File: src/design/trgcw_pkg.sv
package trgcw_pkg;

  // base clock
  localparam int unsigned CLK_HZ          = 25000000;
  localparam int unsigned CLK_NS          = 40;
  // one character space: 1 / (density * velocity)
  localparam int unsigned DENSITY_BPI     = 800;
  localparam int unsigned VELOCITY_IPS    = 25;
  localparam int unsigned CHAR_SPACE_NS   = 1000000000 / (DENSITY_BPI * VELOCITY_IPS);
  localparam int unsigned CHAR_CYC        = CHAR_SPACE_NS / CLK_NS;
  // write pulse delay behind each strobe, least time rounds up
  localparam int unsigned WR_DELAY_US     = 15;
  localparam int unsigned WR_DELAY_CYC    = (WR_DELAY_US * 1000 + CLK_NS - 1) / CLK_NS;
  // gap placement in character spaces
  localparam int unsigned CHECK_SPACES    = 4;
  // gap lengths in thousandths of an inch
  localparam int unsigned GAP7_MIL        = 750;
  localparam int unsigned GAP9_MIL        = 600;
  localparam int unsigned FILE_GAP_MIL    = 3800;
  // tape stop time, in milliseconds and in cycles
  localparam int unsigned STOP_MS         = 5;
  localparam int unsigned STOP_CYC        = STOP_MS * (CLK_HZ / 1000);
  // characters per inch -> cycles per mil
  localparam int unsigned CYC_PER_MIL     = (CHAR_CYC * DENSITY_BPI) / 1000;
  localparam int unsigned RUN7_CYC        = CYC_PER_MIL * GAP7_MIL / 2;
  localparam int unsigned RUN9_CYC        = CYC_PER_MIL * GAP9_MIL / 2;
  localparam int unsigned FILE_RUN_CYC    = CYC_PER_MIL * FILE_GAP_MIL;
  // check and mark characters, bit 8 is parity
  localparam logic [8:0]  FILE_MARK_7     = 9'h00F;
  localparam logic [8:0]  FILE_MARK_9     = 9'h0C8;
  localparam logic [8:0]  CRC_INV_MASK    = 9'h1EB;
  localparam int unsigned FIFO_DEPTH      = 32;

endpackage : trgcw_pkg

File: src/design/trgcw_fifo.sv
`timescale 1ns/1ps
module trgcw_fifo #(
  parameter int unsigned WIDTH = 9,
  parameter int unsigned DEPTH = 32
) (
  // clock and reset
  input  wire logic             sys_clk,
  input  wire logic             rst_b,
  input  wire logic             clk_en,
  // fill side
  input  wire logic             in_valid,
  output logic                  in_ready,
  input  wire logic [WIDTH-1:0] in_data,
  // drain side
  output logic                  out_valid,
  input  wire logic             out_ready,
  output logic      [WIDTH-1:0] out_data
);
  localparam int unsigned AW = $clog2(DEPTH);

  logic [WIDTH-1:0] mem_q [DEPTH];
  logic [AW-1:0]    wr_q;
  logic [AW-1:0]    rd_q;
  logic [AW:0]      cnt_q;
  logic             push;
  logic             pop;

  // honest flags from the occupancy count
  assign in_ready  = (cnt_q != (AW+1)'(DEPTH));
  assign out_valid = (cnt_q != '0);
  assign out_data  = mem_q[rd_q];
  assign push      = in_valid & in_ready;
  assign pop       = out_valid & out_ready;

  // storage, no reset needed on data
  always_ff @(posedge sys_clk)
  begin
    if (clk_en && push)
      mem_q[wr_q] <= in_data;
  end

  // pointers and count
  always_ff @(posedge sys_clk or negedge rst_b)
  begin
    if (!rst_b)
    begin
      wr_q  <= '0;
      rd_q  <= '0;
      cnt_q <= '0;
    end
    else if (clk_en)
    begin
      if (push)
        wr_q <= (wr_q == AW'(DEPTH - 1)) ? '0 : wr_q + AW'(1);
      if (pop)
        rd_q <= (rd_q == AW'(DEPTH - 1)) ? '0 : rd_q + AW'(1);
      cnt_q <= cnt_q + (AW+1)'(push) - (AW+1)'(pop);
    end
  end

endmodule : trgcw_fifo

File: src/design/trgcw_writer.sv
// Behaviour
// - fold each data bit into matching check register bit by xor, no carry
// - rotate check register one place between characters, bit seven wraps to parity
// - when rotation puts a one into parity, invert bits entering two to five
// - after last character, rotate once more with same rules
// - invert all check bits except two and four, then record as cyclic check
// - longitudinal check makes every track's count of ones even
// - seven-track record gap is 0.75 inch
// - seven-track longitudinal check four spaces after last data character
// - nine-track record gap is 0.6 inch
// - nine-track cyclic check at four spaces, longitudinal at eight
// - seven-track file gap: check, 3.8 inch run, mark, gap with its check
// - nine-track file gap: checks, run, mark on 3,6,7, longitudinal only
// - dropping forward inserts gap with checks, half while stopping
// - gap command under forward inserts gap without stopping
// - each accepted strobe makes a head write pulse 15 us later
// - forward falling edge sets data busy and starts command busy interval
// - forward during command busy is held until the interval ends
// - four spaces after forward ends (eight on nine-track), prime pulse clears buffer, writes check
// - after forward returns, fixed delay before data busy is released
// - nine-track: forward end opens four-space cyclic finish gate
`timescale 1ns/1ps
module trgcw_writer
  import trgcw_pkg::*;
#(
  parameter int unsigned STOP_CYCLES = STOP_CYC,
  parameter int unsigned RUN7_CYCLES = RUN7_CYC,
  parameter int unsigned RUN9_CYCLES = RUN9_CYC,
  parameter int unsigned FILE_CYCLES = FILE_RUN_CYC
) (
  // clock, reset, enable
  input  wire logic       sys_clk,
  input  wire logic       rst_b,
  input  wire logic       clk_en,
  // mode strap, high for nine tracks
  input  wire logic       nine_track,
  // controller commands and data
  input  wire logic       fwd_cmd,
  input  wire logic       gap_cmd,
  input  wire logic       file_gap_cmd,
  input  wire logic       wr_strobe,
  input  wire logic [8:0] wr_data,
  // status to controller
  output logic            data_busy,
  output logic            cmd_busy,
  output logic            motor_fwd,
  // head side
  output logic            head_wr_pulse,
  output logic [8:0]      head_char,
  output logic            longitudinal_prime_pulse,
  output logic            cyclic_finish_gate
);

  localparam int unsigned CW = 32;

  typedef enum logic [6:0] {
    ST_IDLE  = 7'h01,
    ST_DATA  = 7'h02,
    ST_CRC   = 7'h04,
    ST_LRC   = 7'h08,
    ST_FRUN  = 7'h10,
    ST_MARK  = 7'h20,
    ST_RUN   = 7'h40
  } trgcw_state_t;

  // input synchronisers, two flops each
  logic [3:0] sync1_q;
  logic [3:0] sync2_q;
  logic [8:0] dat1_q;
  logic [8:0] dat2_q;
  logic       fwd_s;
  logic       gap_s;
  logic       fgap_s;
  logic       stb_s;
  logic       fwd_d1_q;
  logic       gap_d1_q;
  logic       stb_d1_q;

  assign stb_s  = sync2_q[0];
  assign fwd_s  = sync2_q[1];
  assign gap_s  = sync2_q[2];
  assign fgap_s = sync2_q[3];

  // pins pass two flops; edge history reads only the second stage
  always_ff @(posedge sys_clk or negedge rst_b)
  begin
    if (!rst_b)
    begin
      sync1_q  <= 4'h0;
      sync2_q  <= 4'h0;
      dat1_q   <= 9'h000;
      dat2_q   <= 9'h000;
      fwd_d1_q <= 1'b0;
      gap_d1_q <= 1'b0;
      stb_d1_q <= 1'b0;
    end
    else if (clk_en)
    begin
      sync1_q  <= {file_gap_cmd, gap_cmd, fwd_cmd, wr_strobe};
      sync2_q  <= sync1_q;
      dat1_q   <= wr_data;
      dat2_q   <= dat1_q;
      fwd_d1_q <= fwd_s;
      gap_d1_q <= gap_s;
      stb_d1_q <= stb_s;
    end
  end

  logic stb_rise;
  logic fwd_fall;
  logic gap_rise;
  assign stb_rise = stb_s & ~stb_d1_q;
  assign fwd_fall = ~fwd_s & fwd_d1_q;
  assign gap_rise = gap_s & ~gap_d1_q & fwd_s;

  // strobes are only honoured while data busy is low (masked here, not left to the controller)
  logic       strobe_ok;
  assign strobe_ok = stb_rise & ~data_busy;

  // state and timers
  trgcw_state_t st_q;
  logic [CW-1:0] tmr_q;
  logic          stopping_q;
  logic          file_q;
  logic          mark_done_q;
  logic [CW-1:0] stop_q;
  logic [8:0]    crc_q;
  logic [8:0]    lrc_q;
  logic          end_rec;
  logic          tmr_done;

  assign end_rec  = (st_q == ST_DATA || st_q == ST_IDLE) && (fwd_fall || gap_rise);
  assign tmr_done = (tmr_q == '0);

  // four character spaces in cycles, scaled for all placements
  localparam logic [CW-1:0] CHECK_CYC = CW'(CHECK_SPACES * CHAR_CYC);

  // check register rotate: parity<-bit7, bit0<-parity, feedback on 2..5
  function automatic logic [8:0] trgcw_rotate(input logic [8:0] c);
    logic [8:0] r;
    r = {c[7:0], c[8]};
    if (c[7])
      r[5:2] = ~r[5:2];
    return r;
  endfunction : trgcw_rotate

  // rotate from the previous character, then add without carry
  logic [8:0] crc_fold;
  assign crc_fold = (st_q == ST_DATA ? trgcw_rotate(crc_q) : 9'h000) ^ dat2_q;

  // data feeds the fifo at strobe, drains at each data head write, not at check writes
  logic       fifo_in_ready;
  logic       fifo_out_valid;
  logic [8:0] fifo_out_data;
  logic       fifo_pop;

  trgcw_fifo #(
    .WIDTH (9),
    .DEPTH (FIFO_DEPTH)
  ) u_fifo (
    .sys_clk   (sys_clk),
    .rst_b     (rst_b),
    .clk_en    (clk_en),
    .in_valid  (strobe_ok),
    .in_ready  (fifo_in_ready),
    .in_data   (dat2_q),
    .out_valid (fifo_out_valid),
    .out_ready (fifo_pop),
    .out_data  (fifo_out_data)
  );

  // one strobe delay counter; one pending write at a time
  logic [CW-1:0] dly_q;
  logic          dly_run_q;
  logic          extra_q;
  logic [8:0]    extra_char_q;
  logic          data_wr;
  assign data_wr  = dly_run_q && dly_q == '0 && fifo_out_valid;
  assign fifo_pop = data_wr;

  // fixed 15 us write delay; a full fifo drops strobe which stalls nothing
  always_ff @(posedge sys_clk or negedge rst_b)
  begin
    if (!rst_b)
    begin
      dly_q     <= '0;
      dly_run_q <= 1'b0;
    end
    else if (clk_en)
    begin
      if (strobe_ok && fifo_in_ready)
      begin
        dly_q     <= CW'(WR_DELAY_CYC - 1);
        dly_run_q <= 1'b1;
      end
      else if (dly_run_q && dly_q != '0)
        dly_q <= dly_q - CW'(1);
      else
        dly_run_q <= 1'b0;
    end
  end

  // check accumulation per data character and at record end
  always_ff @(posedge sys_clk or negedge rst_b)
  begin
    if (!rst_b)
    begin
      crc_q <= 9'h000;
      lrc_q <= 9'h000;
    end
    else if (clk_en)
    begin
      if (strobe_ok && fifo_in_ready)
      begin
        // the last strobe lands with the record end, so it also takes the closing rotation
        crc_q <= end_rec ? trgcw_rotate(crc_fold) : crc_fold;
        lrc_q <= (st_q == ST_DATA ? lrc_q : 9'h000) ^ dat2_q;
      end
      else if (end_rec && nine_track)
        crc_q <= trgcw_rotate(crc_q);
      else if (st_q == ST_CRC && tmr_done)
        lrc_q <= lrc_q ^ (crc_q ^ CRC_INV_MASK);
      else if (st_q == ST_MARK && tmr_done)
        lrc_q <= nine_track ? FILE_MARK_9 : FILE_MARK_7;
    end
  end

  // gap sequencer
  always_ff @(posedge sys_clk or negedge rst_b)
  begin
    if (!rst_b)
    begin
      st_q         <= ST_IDLE;
      tmr_q        <= '0;
      file_q       <= 1'b0;
      mark_done_q  <= 1'b0;
      extra_q      <= 1'b0;
      extra_char_q <= 9'h000;
    end
    else if (clk_en)
    begin
      extra_q <= 1'b0;
      case (st_q)
        ST_IDLE, ST_DATA:
        begin
          if (strobe_ok)
            st_q <= ST_DATA;
          if (end_rec)
          begin
            file_q      <= fgap_s;
            mark_done_q <= 1'b0;
            tmr_q       <= CHECK_CYC - CW'(1);
            st_q        <= nine_track ? ST_CRC : ST_LRC;
          end
        end
        ST_CRC:
        begin
          if (tmr_done)
          begin
            extra_q      <= 1'b1;
            extra_char_q <= crc_q ^ CRC_INV_MASK;
            tmr_q        <= CHECK_CYC - CW'(1);
            st_q         <= ST_LRC;
          end
          else
            tmr_q <= tmr_q - CW'(1);
        end
        ST_LRC:
        begin
          if (tmr_done)
          begin
            extra_q      <= 1'b1;
            extra_char_q <= lrc_q;
            if (file_q && !mark_done_q)
            begin
              tmr_q <= CW'(FILE_CYCLES);
              st_q  <= ST_FRUN;
            end
            else
            begin
              tmr_q <= CW'(nine_track ? RUN9_CYCLES : RUN7_CYCLES);
              st_q  <= ST_RUN;
            end
          end
          else
            tmr_q <= tmr_q - CW'(1);
        end
        ST_FRUN:
        begin
          if (tmr_done)
            st_q <= ST_MARK;
          else
            tmr_q <= tmr_q - CW'(1);
        end
        ST_MARK:
        begin
          // file mark, then its own longitudinal check, never a cyclic one
          extra_q      <= 1'b1;
          extra_char_q <= nine_track ? FILE_MARK_9 : FILE_MARK_7;
          mark_done_q  <= 1'b1;
          tmr_q        <= CW'(nine_track ? 2 * CHECK_CYC : CHECK_CYC) - CW'(1);
          st_q         <= ST_LRC;
        end
        ST_RUN:
        begin
          // run counts only while moving forward; held on a stop
          if (tmr_done)
            st_q <= ST_IDLE;
          else if (motor_fwd)
            tmr_q <= tmr_q - CW'(1);
        end
        default:
          st_q <= ST_IDLE;
      endcase
    end
  end

  // command busy interval from forward falling edge until tape stopped
  always_ff @(posedge sys_clk or negedge rst_b)
  begin
    if (!rst_b)
    begin
      stopping_q <= 1'b0;
      stop_q     <= '0;
    end
    else if (clk_en)
    begin
      if (fwd_fall)
      begin
        stopping_q <= 1'b1;
        stop_q     <= CW'(STOP_CYCLES);
      end
      else if (stopping_q && stop_q == '0)
        stopping_q <= 1'b0;
      else if (stopping_q)
        stop_q <= stop_q - CW'(1);
    end
  end

  // registered outputs
  always_ff @(posedge sys_clk or negedge rst_b)
  begin
    if (!rst_b)
    begin
      data_busy                <= 1'b0;
      cmd_busy                 <= 1'b0;
      motor_fwd                <= 1'b0;
      head_wr_pulse            <= 1'b0;
      head_char                <= 9'h000;
      longitudinal_prime_pulse <= 1'b0;
      cyclic_finish_gate       <= 1'b0;
    end
    else if (clk_en)
    begin
      data_busy <= (end_rec || (st_q != ST_IDLE && st_q != ST_DATA)) || (data_busy && st_q != ST_IDLE);
      cmd_busy  <= stopping_q | fwd_fall;
      // tape also keeps running through the file run
      motor_fwd <= (fwd_s && !stopping_q && !fwd_fall) || st_q == ST_FRUN;
      head_wr_pulse <= data_wr | extra_q;
      if (data_wr)
        head_char <= fifo_out_data;
      else if (extra_q)
        head_char <= extra_char_q;
      // two cycles ahead of the check write pulse so the buffer clear leads it
      longitudinal_prime_pulse <= st_q == ST_LRC && tmr_q == CW'(1);
      cyclic_finish_gate <= st_q == ST_CRC && !tmr_done;
    end
  end

endmodule : trgcw_writer

File: config.mk
export PLATFORM = sky130hd
export DESIGN_NAME = trgcw_writer
export DESIGN_NICKNAME = d
export VERILOG_FILES = /design/src/design/trgcw_pkg.sv /design/src/design/trgcw_fifo.sv /design/src/design/trgcw_writer.sv
export SDC_FILE = /design/constraint.sdc
export NUM_CORES = 1
export LEC_CHECK = 0
export BUFFER_PORTS_ARGS = -buffer_cell sky130_fd_sc_hd__clkbuf_2
export CAP_MARGIN = 10
export CORE_AREA = 2 2 266 215
export CTS_BUF_LIST = sky130_fd_sc_hd__clkbuf_16
export CTS_CLUSTER_SIZE = 12
export DETAILED_ROUTE_END_ITERATION = 16
export DIE_AREA = 0 0 268 217
export GPL_ROUTABILITY_DRIVEN = 0
export GPL_TIMING_DRIVEN = 0
export SYNTH_ARGS = -nofsm -noshare
export SYNTH_HDL_FRONTEND = slang
export SYNTH_SLANG_ARGS = --single-unit
File: constraint.sdc
create_clock -name sys_clk -period 6.3 [get_ports sys_clk]
set_clock_uncertainty 0.2 [all_clocks]
set_input_delay 1.26 -clock sys_clk [delete_from_list [all_inputs] [get_ports sys_clk]]
set_output_delay 1.26 -clock sys_clk [all_outputs]
set_load 0.02 [all_outputs]
# [Word-level counts from Yosys, hierarchy flattened]
# Memory sizes are Yosys's and may differ from the RTL's.
# Cells that the tools add are included.
[op_classes] n_addsub=8 n_eq_ne=25 mux=53 n_bitwise=19 n_reduce_logical=56
[op_table] op="$mux 32" n=11
[op_table] op="$pmux 32 s6" n=1
[op_table] op="$mux 9" n=13
[op_table] op="$logic_not 32->1" n=3
[op_table] op="$sub 32x1->32 const B" n=3
[op_table] op="$mux 7" n=7
[op_table] op="$pmux 7 s6" n=1
[op_table] op="$eq 32x1->1 const B" n=1
[op_table] op="$reduce_bool 32->1" n=1
[op_table] op="$pmux 9 s3" n=1
[op_table] op="$xor 9x9->9" n=3
[op_table] op="$mux 22" n=1
[op_table] op="$ne 2x2->1 const B" n=11
[op_table] op="$logic_and 1x1->1" n=17
[op_table] op="$mux 17" n=1
[op_table] op="$sub 14x1->15 const B" n=1
[op_table] op="$mux 14" n=1
[op_table] op="$reduce_and 2->1" n=7
[op_table] op="$mux 4" n=3
[op_table] op="$reduce_and 3->1" n=4
[op_table] op="$reduce_and 6->1" n=2
[op_table] op="$reduce_bool 2->1" n=6
[op_table] op="$reduce_bool 6->1" n=2
[op_table] op="$add 5x1->5 const B" n=2
[op_table] op="other kinds (28)" n=58
[word_totals] ff_bits=195 ram_bits=288 out_inout_bits=15 memories=1
[mem_list] memory="u_fifo.mem_q" words=32 width=9 rd=1 rd_clocked_by_memory_dff=0 write_ports=1 line_no="trgcw_fifo.sv:21" source="logic [WIDTH-1:0] mem_q [DEPTH];"

# [Logic depth before layout (Yosys ltp)]
# Gate-level depths: netlist of run 1.
[logic_depth] ltp_word=8 mapped_depth=15

# [Modules after synthesis]
# From an unflattened synthesis of run 1, not the netlist that was laid out.
[hier_totals] hier_cells=1754 hier_area_um2=22347.7
[by_module_without_submodules] module="trgcw_fifo" n_inst=1 cells_per_inst=635 area_each_um2=12246.7 seq_area_each_um2=9048.7
[by_module_without_submodules] module="trgcw_writer" n_inst=1 cells_per_inst=1119 area_each_um2=10100.9 seq_area_each_um2=4480.5

# [Least setup slack after synthesis of run 1]
# Ideal clock, no wire load.
[synth_timing] kind="register -> register" from="register dly_q[20]" to="register u_fifo.cnt_q[4]" setup_ns=0.134 arrival_ns=3.230 path_slack_ns=2.735 path_stages_with_launch=15 path_buffers=2 synth_period_minus_slack_ns=3.565 cell_sequence="dfrtp_1 nor4_1 and4b_1 clkbuf_1 and4_1 buf_1 ha_1 inv_1 ha_1 fa_1 a21oi_1 nor2_1 nor2_1 xor2_1 mux2i_1"
[synth_between] elab_chain_len=5
[synth_rtl] item="from (decl)" line_no="trgcw_writer.sv:173" source="logic [CW-1:0] dly_q;"
[synth_rtl] item="from (signal assigned)" line_no="trgcw_writer.sv:193" source="dly_q <= CW'(WR_DELAY_CYC - 1);"
[synth_rtl] item="from (signal assigned)" line_no="trgcw_writer.sv:197" source="dly_q <= dly_q - CW'(1);"
[synth_rtl] item="$logic_not 32->1" line_no="trgcw_writer.sv:178" source="assign data_wr = dly_run_q && dly_q == '0 && fifo_out_valid;"
[synth_rtl] item="$logic_and 1x1->1 (2 in series)" line_no="trgcw_writer.sv:178"
[synth_rtl] item="$and 1x1->1" line_no="trgcw_fifo.sv:33" source="assign pop = out_valid & out_ready;"
[synth_rtl] item="$sub 6x1->6" line_no="trgcw_fifo.sv:57" source="cnt_q <= cnt_q + (AW+1)'(push) - (AW+1)'(pop);"
[synth_rtl] item="to (signal assigned)" line_no="trgcw_fifo.sv:57"
[synth_rtl] item="to (decl)" line_no="trgcw_fifo.sv:24" source="logic [AW:0] cnt_q;"
# Every way passes these cells.
# A chain may end at the register's enable or synchronous reset.

# [Worst setup path in the final report of run 1]
[layout_timing] from="register dly_q[16]" to="register u_fifo.cnt_q[5]"
# Same word-level chain as after synthesis.

==> metrics.md, run 1 <==
| Metric | Value |
|---|---|
| Top delay family on crit path | simple AND/OR/NAND/NOR gates |
| Vias in the first global route | 13,914 |
| Leak | 8.96 nW |
| Arr. time, crit path | 4.68 ns |
| VDD IR max | 0.000241 V |
| Tot GR Track Use | 0.192 |
| Clock sink total | 483 |
| Largest net degree at the start of global routing | 103 |
| Register share of total power | 0.441 |
| Global-route wire length before repair | 85.4 mm |
| WL/cell | 21.7 um |
| Die ar. | 58,200 sq um |
| Critical Path Most Common Cell | a21oi_1 |
| Worst setup margin | 1.88 ns |
| Yosys warning total | 0 |
| Post-Syn Area | 22,000 sq um |
| GR Overflow Total | 0 |
| Post-route design area | 24,900 sq um |
| Syn Nets | 1,676 |
| CTS tree | yes |
| Setup TNS Final | 0 ns |
| Period Utilization, post-route | 0.702 |
| Die X | 268 um |
| Diode count | 0 |
| First-pass DRT Iterations | 6 |
| Crit Path Category | reg2reg |
| Worst slew pin tran | 1.23 ns |
| Port Buffers | 31 |
| Starting DRT DRC Count | 1,519 |
| Final Hold Fails | 0 |
| Post-CTS Hold Buffers | 0 |
| Critical Path Fanout Max | 10 |
| Clk_lat worst skew | 0.63 ns |
| Psw | 0.00315 W |
| Worst path bufs/invs | 2 |
| Setup Viol. Count Final | 0 |
| Power, Total | 0.00926 W |
| CTS buffer count | 50 |
| Synth top area cells | edfxtp_1 39%, dfrtp_1 22%, mux4_2 9.2%, nor2_1 2.5%, nand2_1 1.9% |
| Reg-to-reg setup timing slack | 1.88 ns |
| Asr flop ratio synth | 0.404 |
| Top-count cell post-synth | edfxtp_1 |
| Slew HR | 0.172 |
| Post-Route WL | 54.9 mm |
| Ports | 32 |
| Fraction of the yosys area taken by sequential cells | 0.615 |
| Synthesis-to-layout area growth | 13.1% |
| Comb power frac | 0.262 |
| DP HPWL | 37.9 mm |
| Total core area | 55,900 sq um |
| Sw frac | 0.340 |
| Tmin final | 4.42 ns |
| Internal Power | 0.00611 W |
| Die Ht | 217 um |
| Number of routed nets with antenna violations | 0 |
| Req. time, crit path | 6.56 ns |
| Final core occ | 0.445 |
| # H-tree levels | 2 |
| Post_cts resized | 0 |
| Number of nets in the layout | 1,768 |
| Max incr delay on CP | 0.77 ns |
| Via count | 14,449 |
| Setup Slack @ Placement | 1.92 ns |
| # Post-CTS Setup Buffers | 0 |
| Max-Cap Viols | 0 |
| Cells after Synth | 1,637 |
| Hold WC Path Type | reg2reg |
| Drc violations | 0 |
| CP Cell Sequence | nor4_1 > nor4bb_1 > and4_1 > buf_1 > ha_1 > inv_1 > ha_1 > a21o_1 > a21oi_1 > o21bai_1 > a21oi_1 > xnor2_1 > a21oi_1 |
| Initial antenna violation count | 0 |
| RSZ-0062 raised after global routing | false |
| Worst Setup Start Kind | flip-flop |
| Outcome | finished clean |
| Clock power frac | 0.297 |
| Synth top area share | 0.393 |
| Number of flops mapped to enable cells by yosys | 288 |
| Number of synthesized register bits | 483 |
| Initial core utilization | 0.393 |
| FMAX | 226 MHz |
| Drt via density | 5.71 |
| Clock root buffer | clkbuf_16 |
| CP max stage cell | nor4bb_1 |
| Placed Area | 23,300 sq um |
| Yosys top cell by area | edfxtp_1 |
| Top_reg_cell synth | edfxtp_1 |
| Synth cell types | 82 |
| Top cells by count, synth | 288 x edfxtp_1, 194 x dfrtp_1, 147 x nor2_1, 109 x nand2_1, 90 x mux4_2 |
| PD cells | 372 nW/um^2 |
| Clk buf depth | 3 |
| Clock slew at reported path FFs | 0.06 ns |
| Share of layout cells above drive strength 1 | 0.138 |
| CP Capture Type | flip-flop |
| Filler cells | 5,036 |
| Max-slew violations | 0 |
| Site Rows | 78 |
| Mean post-synth cell area | 13.4 sq um |
[cells in the final DEF, fill, tap and decap left out, types with 20 or more instances in the layout]
cell type | Yosys | final
a21oi_1 | 60 | 60
clkbuf_16 | 0 | 50
dfrtp_1 | 194 | 194
o22ai_1 | 22 | 22
nor4_1 | 32 | 32
ha_1 | 21 | 21
nand4_1 | 21 | 21
mux4_2 | 90 | 90
nand2_1 | 109 | 109
inv_1 | 43 | 69
xnor2_1 | 39 | 39
o21ai_0 | 63 | 63
mux2_2 | 30 | 30
a31oi_1 | 20 | 20
clkbuf_1 | 63 | 63
edfxtp_1 | 288 | 288
nor3_1 | 40 | 40
xor2_1 | 46 | 46
nor2_1 | 147 | 147
clkbuf_2 | 0 | 30
nand3_1 | 36 | 36
[power by group through the flow]
stage / logic (W) / clock network, W / registers, W
CTS: 0.00236 / 0.00282 / 0.00411
global placement: 0.00224 / 0 / 0.00418
detailed placement: 0.00235 / 0 / 0.00417
global route: 0.00267 / 0.00295 / 0.00414
finish: 0.00243 / 0.00275 / 0.00409
floorplan: 0.00164 / 0 / 0.00408
[per-layer routing]
layer  routed length, um  share of wire  vias up  GRT usage
li1                    -              -     6493          -
met1               25800           0.47     7379      0.293
met2               24000           0.44      510      0.280
met3                3920          0.071       67     0.0355
met4                1180          0.022        0     0.0533
met5                   0              0        -          0
[state kept, by name (all words and copies together) (netlist names), 4 cells and up]
| name | count |
|---|---|
| sync2_q | 4 |
| lrc_q | 9 |
| u_fifo.wr_q | 5 |
| st_q | 7 |
| stop_q | 32 |
| extra_char_q | 9 |
| u_fifo.cnt_q | 6 |
| head_char | 9 |
| dat1_q | 9 |
| sync1_q | 4 |
| tmr_q | 32 |
| crc_q | 9 |
| dly_q | 32 |
| u_fifo.rd_q | 5 |
| dat2_q | 9 |
| u_fifo.mem_q | 288 |
[final cells by class]
type	instances	area, sq um	share of cell area
Timing Repair Buffer	40	412	0.0165
Clock inverter	44	274	0.0110
Tap cell	760	951	0.0382
Clock buffer	50	1250	0.0503
Inverter	43	161	0.00649
Multi-Input combinational cell	1026	7970	0.320
Sequential cell	483	13500	0.544
Buffer	85	330	0.0133
[cells by family (layout without fill, tap and decap cells)]
family | after synthesis | in the layout | synth area share
AO/OA/AOI/OAI | 283 | 283 | 0.0831
buffers and inverters | 128 | 262 | 0.0224
flip-flops | 483 | 483 | 0.615
XOR/XNOR | 86 | 86 | 0.0349
AND/OR/NAND/NOR | 499 | 499 | 0.116
adder cells (fa/ha/maj) | 22 | 22 | 0.0129
multiplexers | 136 | 136 | 0.115
[final timing paths]
| path | startpoint | endpoint | cells after the start |
|---|---|---|---|
| setup reg to reg | dly_q[16] | u_fifo.cnt_q[5] | 13 |
| min in group asynchronous | rst_b | dly_q[17] | 1 |
| setup / recovery | dly_q[16] | u_fifo.cnt_q[5] | 13 |
| hold reg to reg | longitudinal_prime_pulse | longitudinal_prime_pulse | 1 |
| max in group asynchronous | rst_b | tmr_q[14] | 2 |
| hold / removal | longitudinal_prime_pulse | longitudinal_prime_pulse | 1 |
[metrics by stage]
step | hold slack (ns) | instances
final | 0.278 | 2531
after detailed placement | 0.269 | 2434
after global placement | 0.265 | 2428
after CTS | 0.283 | 2528
after global routing | 0.310 | 2531
after floorplan | 0.250 | 1637
(Power assumes the default switching activity.)
==> run 2, diff against run 1 <==
--- a/config.mk
+++ b/config.mk
@@ -5,13 +5,14 @@
 export SDC_FILE = /design/constraint.sdc
 export NUM_CORES = 1
 export LEC_CHECK = 0
+export ABC_AREA = 1
 export BUFFER_PORTS_ARGS = -buffer_cell sky130_fd_sc_hd__clkbuf_2
 export CAP_MARGIN = 10
-export CORE_AREA = 2 2 266 215
+export CORE_AREA = 2 2 280 227
 export CTS_BUF_LIST = sky130_fd_sc_hd__clkbuf_16
 export CTS_CLUSTER_SIZE = 12
 export DETAILED_ROUTE_END_ITERATION = 16
-export DIE_AREA = 0 0 268 217
+export DIE_AREA = 0 0 282 229
 export GPL_ROUTABILITY_DRIVEN = 0
 export GPL_TIMING_DRIVEN = 0
 export SYNTH_ARGS = -nofsm -noshare
==> constraint.sdc (replaced) <==
create_clock -name sys_clk -period 4.2 [get_ports sys_clk]
set_clock_uncertainty 0.2 [all_clocks]
set_input_delay 0.84 -clock sys_clk [delete_from_list [all_inputs] [get_ports sys_clk]]
set_output_delay 0.84 -clock sys_clk [all_outputs]
set_load 0.02 [all_outputs]
==> run 2 against run 1 <==
Effect of this change:
- combinational power up 72%
- global-route usage up 3.5 points
- clock power up 70%
- clock-buffer cell count up 4
- cell count up 50%
- die area up 11%
- maximum frequency up 19%
- wire length up 33%
- power up 64%
- synthesized area up 11%
- critical path depth up 3
- non-clock buffer count up 31
==> metrics.md, run 2 <==
| Metric | Value |
|---|---|
| Synth top area cells | edfxtp_1 35%, dfrtp_1 20%, nand2_1 11%, nand3_1 6.4%, nor2_1 5.8% |
| Post-Route WL | 73.0 mm (+33%) |
| Psw | 0.00551 W (+75%) |
| Starting DRT DRC Count | 2,343 (+54%) |
| Cells after Synth | 2,819 (+72%) |
| GR Overflow Total | 0 (unchanged) |
| Max reg flops | 288 (unchanged) |
| VDD IR max | 0.000342 V (+42%) |
| Arr. time, crit path | 3.98 ns (-0.70 ns) |
| Power, Total | 0.0152 W (+64%) |
| Die ar. | 64,600 sq um (+11%) |
| RSZ-0062 raised after global routing | false |
| DP HPWL | 52.2 mm (+38%) |
| Top_reg_cell synth | edfxtp_1 |
| CTS buffer count | 53 (+6.0%) |
| Leak | 11.8 nW (+32%) |
| Internal Power | 0.00966 W (+58%) |
| Critical Path Fanout Max | 10 (unchanged) |
| Die Ht | 229 um (+5.5%) |
| Number of flops mapped to enable cells by yosys | 288 (unchanged) |
| # H-tree levels | 2 (unchanged) |
| Syn Nets | 2,858 (+71%) |
| Reg-to-reg setup timing slack | 0.49 ns (-1.39 ns) |
| Sw frac | 0.363 (+0.0230) |
| Die X | 282 um (+5.2%) |
| Post-CTS Hold Buffers | 0 (unchanged) |
| Layout Cells excl Fill | 3,796 (+50%) |
| Outcome | finished clean |
| Synthesis-to-layout area growth | 12.7% |
| Share of layout cells above drive strength 1 | 0.0873 (-0.0511) |
| Tmin final | 3.71 ns (-0.708 ns) |
| Top-count cell post-synth | nand2_1 |
| Synth cell types | 52 (-37%) |
| Tot GR Track Use | 0.227 (+0.0350) |
| Most flop-heavy register | u_fifo.mem_q |
| Clk buf depth | 3 (unchanged) |
| CP Capture Type | flip-flop |
| Mean post-synth cell area | 8.67 sq um (-35%) |
| Crit Path Category | reg2reg |
| Slew HR | 0.300 (+0.128) |
| Max-slew violations | 0 (unchanged) |
| Setup TNS Final | 0 ns (unchanged) |
| Clock root buffer | clkbuf_16 |
| Number of routed nets with antenna violations | 0 (unchanged) |
| FMAX | 269 MHz (+19%) |
| Vias in the first global route | 19,234 (+38%) |
| Placed Area | 25,800 sq um (+11%) |
| Diode count | 0 (unchanged) |
| Initial antenna violation count | 0 (unchanged) |
| Clock sink total | 483 (unchanged) |
| Number of synthesized register bits | 483 (unchanged) |
| Synth top area share | 0.354 (-0.0394) |
| Post-Syn Area | 24,400 sq um (+11%) |
| Period Utilization, post-route | 0.884 (+0.182) |
| Drc violations | 0 (unchanged) |
| Port Buffers | 31 (unchanged) |
| Total core area | 61,900 sq um (+11%) |
| Clock slew at reported path FFs | 0.06 ns (about the same) |
| Inst Count DP | 3,699 (+52%) |
| Post_cts resized | 0 (unchanged) |
| Initial core utilization | 0.395 (+0.00173) |
| Global-route wire length before repair | 113 mm (+32%) |
| # Post-CTS Setup Buffers | 0 (unchanged) |
| Top cells by count, synth | 732 x nand2_1, 375 x nor2_1, 313 x nand3_1, 288 x edfxtp_1, 234 x inv_1 |
| CTS tree | yes |
| Ports | 32 (unchanged) |
| Fraction of the yosys area taken by sequential cells | 0.554 (-0.0616) |
| Drt via density | 5.35 (-6.3%) |
| Commonest non-fill, non-tap cell in the layout | nand2_1 |
| Final Hold Fails | 0 (unchanged) |
| Asr flop ratio synth | 0.404 (unchanged) |
| Clk_lat worst skew | 0.62 ns (about the same) |
| Register share of total power | 0.415 (-0.026) |
| Comb power frac | 0.277 (+0.015) |
| Req. time, crit path | 4.47 ns (-2.09 ns) |
| Yosys top cell by area | edfxtp_1 |
| Clock power frac | 0.308 (+0.011) |
| Via count | 20,306 (+41%) |
| Site Rows | 82 (+5.1%) |
| Hold WC Path Type | in2async |
| PD cells | 551 nW/um^2 (+48%) |
| First-pass DRT Iterations | 8 (+2) |
| WL/cell | 19.2 um (-11%) |
| Worst slew pin tran | 1.05 ns (-0.185 ns) |
| Most frequent cells in the layout | 732 x nand2_1, 375 x nor2_1, 313 x nand3_1 |
| Yosys warning total | 0 (unchanged) |
| Number of nets in the layout | 2,953 (+67%) |
| Max-Cap Viols | 0 (unchanged) |
| Post-route design area | 27,500 sq um (+11%) |
| Setup Viol. Count Final | 0 (unchanged) |
| Largest net degree at the start of global routing | 111 (+7.8%) |
| Worst Setup Start Kind | flip-flop |
## run 2: changes by cell type after synthesis, sizes merged, moves of 31 or more
cell   delta
nor2    +256
mux4     -90
nand3   +281
nor4     -34
mux2     -31
o21ai   +127
inv     +206
nand2   +645
buf      +36
nand4    +35
## run 2: critical path: stages (launching register included)
cell and delay [ns]:
dfrtp_1 0.36, inv_1 0.12, ha_1 0.32, nand2_1 0.19
nor2_4 0.24, nand2_1 0.13, nor2_1 0.15, nand2_1 0.13
nor2_4 0.37, ha_1 0.19, inv_1 0.04, ha_1 0.21
fa_1 0.44, a21oi_1 0.15, o21ai_0 0.11, xnor2_1 0.13
o21ai_0 0.09
## run 2: power by group through the flow
stage          sequential [W]  clock [W]  combinational, W
6_report              0.00630    0.00467           0.00419
5_1_grt               0.00637    0.00492           0.00471
4_1_cts               0.00628    0.00473           0.00413
3_5_place_dp          0.00637          0           0.00411
3_3_place_gp          0.00638          0           0.00397
2_1_floorplan         0.00618          0           0.00299
## run 2: layer usage
metal / global-route usage / wire length (um) / share of wire / vias to the layer above
met5: 0 / 0 / 0 / -
met4: 0.0600 / 1730 / 0.024 / 0
met1: 0.344 / 33200 / 0.46 / 9720
li1: - / - / - / 9556
met3: 0.0462 / 7360 / 0.10 / 139
met2: 0.328 / 30700 / 0.42 / 891
## run 2: cell families (layout without fill, tap and decap cells)
| kind of cell | Yosys count | in the layout | share of synthesized area |
|---|---|---|---|
| and+or+nand+nor | 1574 | 1574 | 0.281 |
| DFF | 483 | 483 | 0.554 |
| buffers and inverters | 368 | 505 | 0.0608 |
| AOI/OAI and AO/OA | 312 | 312 | 0.0715 |
| adders and majority gates | 22 | 22 | 0.0116 |
| xor gates and xnor gates | 60 | 60 | 0.0215 |
## run 2: layout make-up
class,instances,area [sq um]
fillers,5968,34300
flip-flops and latches,483,13500
multi-input cells,1968,9420
clock buffers,54,1350
well taps,840,1050
inverters,252,946
plain buffers,116,541
clock inverters,43,377
repair buffers,40,322
## run 2: final timing paths
path,depth (start not counted),from,to
min in group sys_clk,3,fwd_cmd,sync1_q[1]
worst min register to register,2,sync1_q[2],sync1_q[2]
worst max-delay path,16,dly_q[0],u_fifo.cnt_q[4]
max in group asynchronous,2,rst_b,dly_q[20]
worst max register to register,16,dly_q[0],u_fifo.cnt_q[4]
worst min-delay path,1,rst_b,tmr_q[29]
## run 2: stage by stage
stage / utilization / hold slack, ns / setup WS [ns]
5_1_grt: 0.445 / 0.132 / 0.253
2_1_floorplan: - / 0.242 / 1.23
4_1_cts: 0.445 / 0.103 / 0.574
6_report: 0.445 / 0.0823 / 0.487
3_3_place_gp: 0.414 / 0.260 / -1.90
3_5_place_dp: 0.417 / 0.259 / 0.604
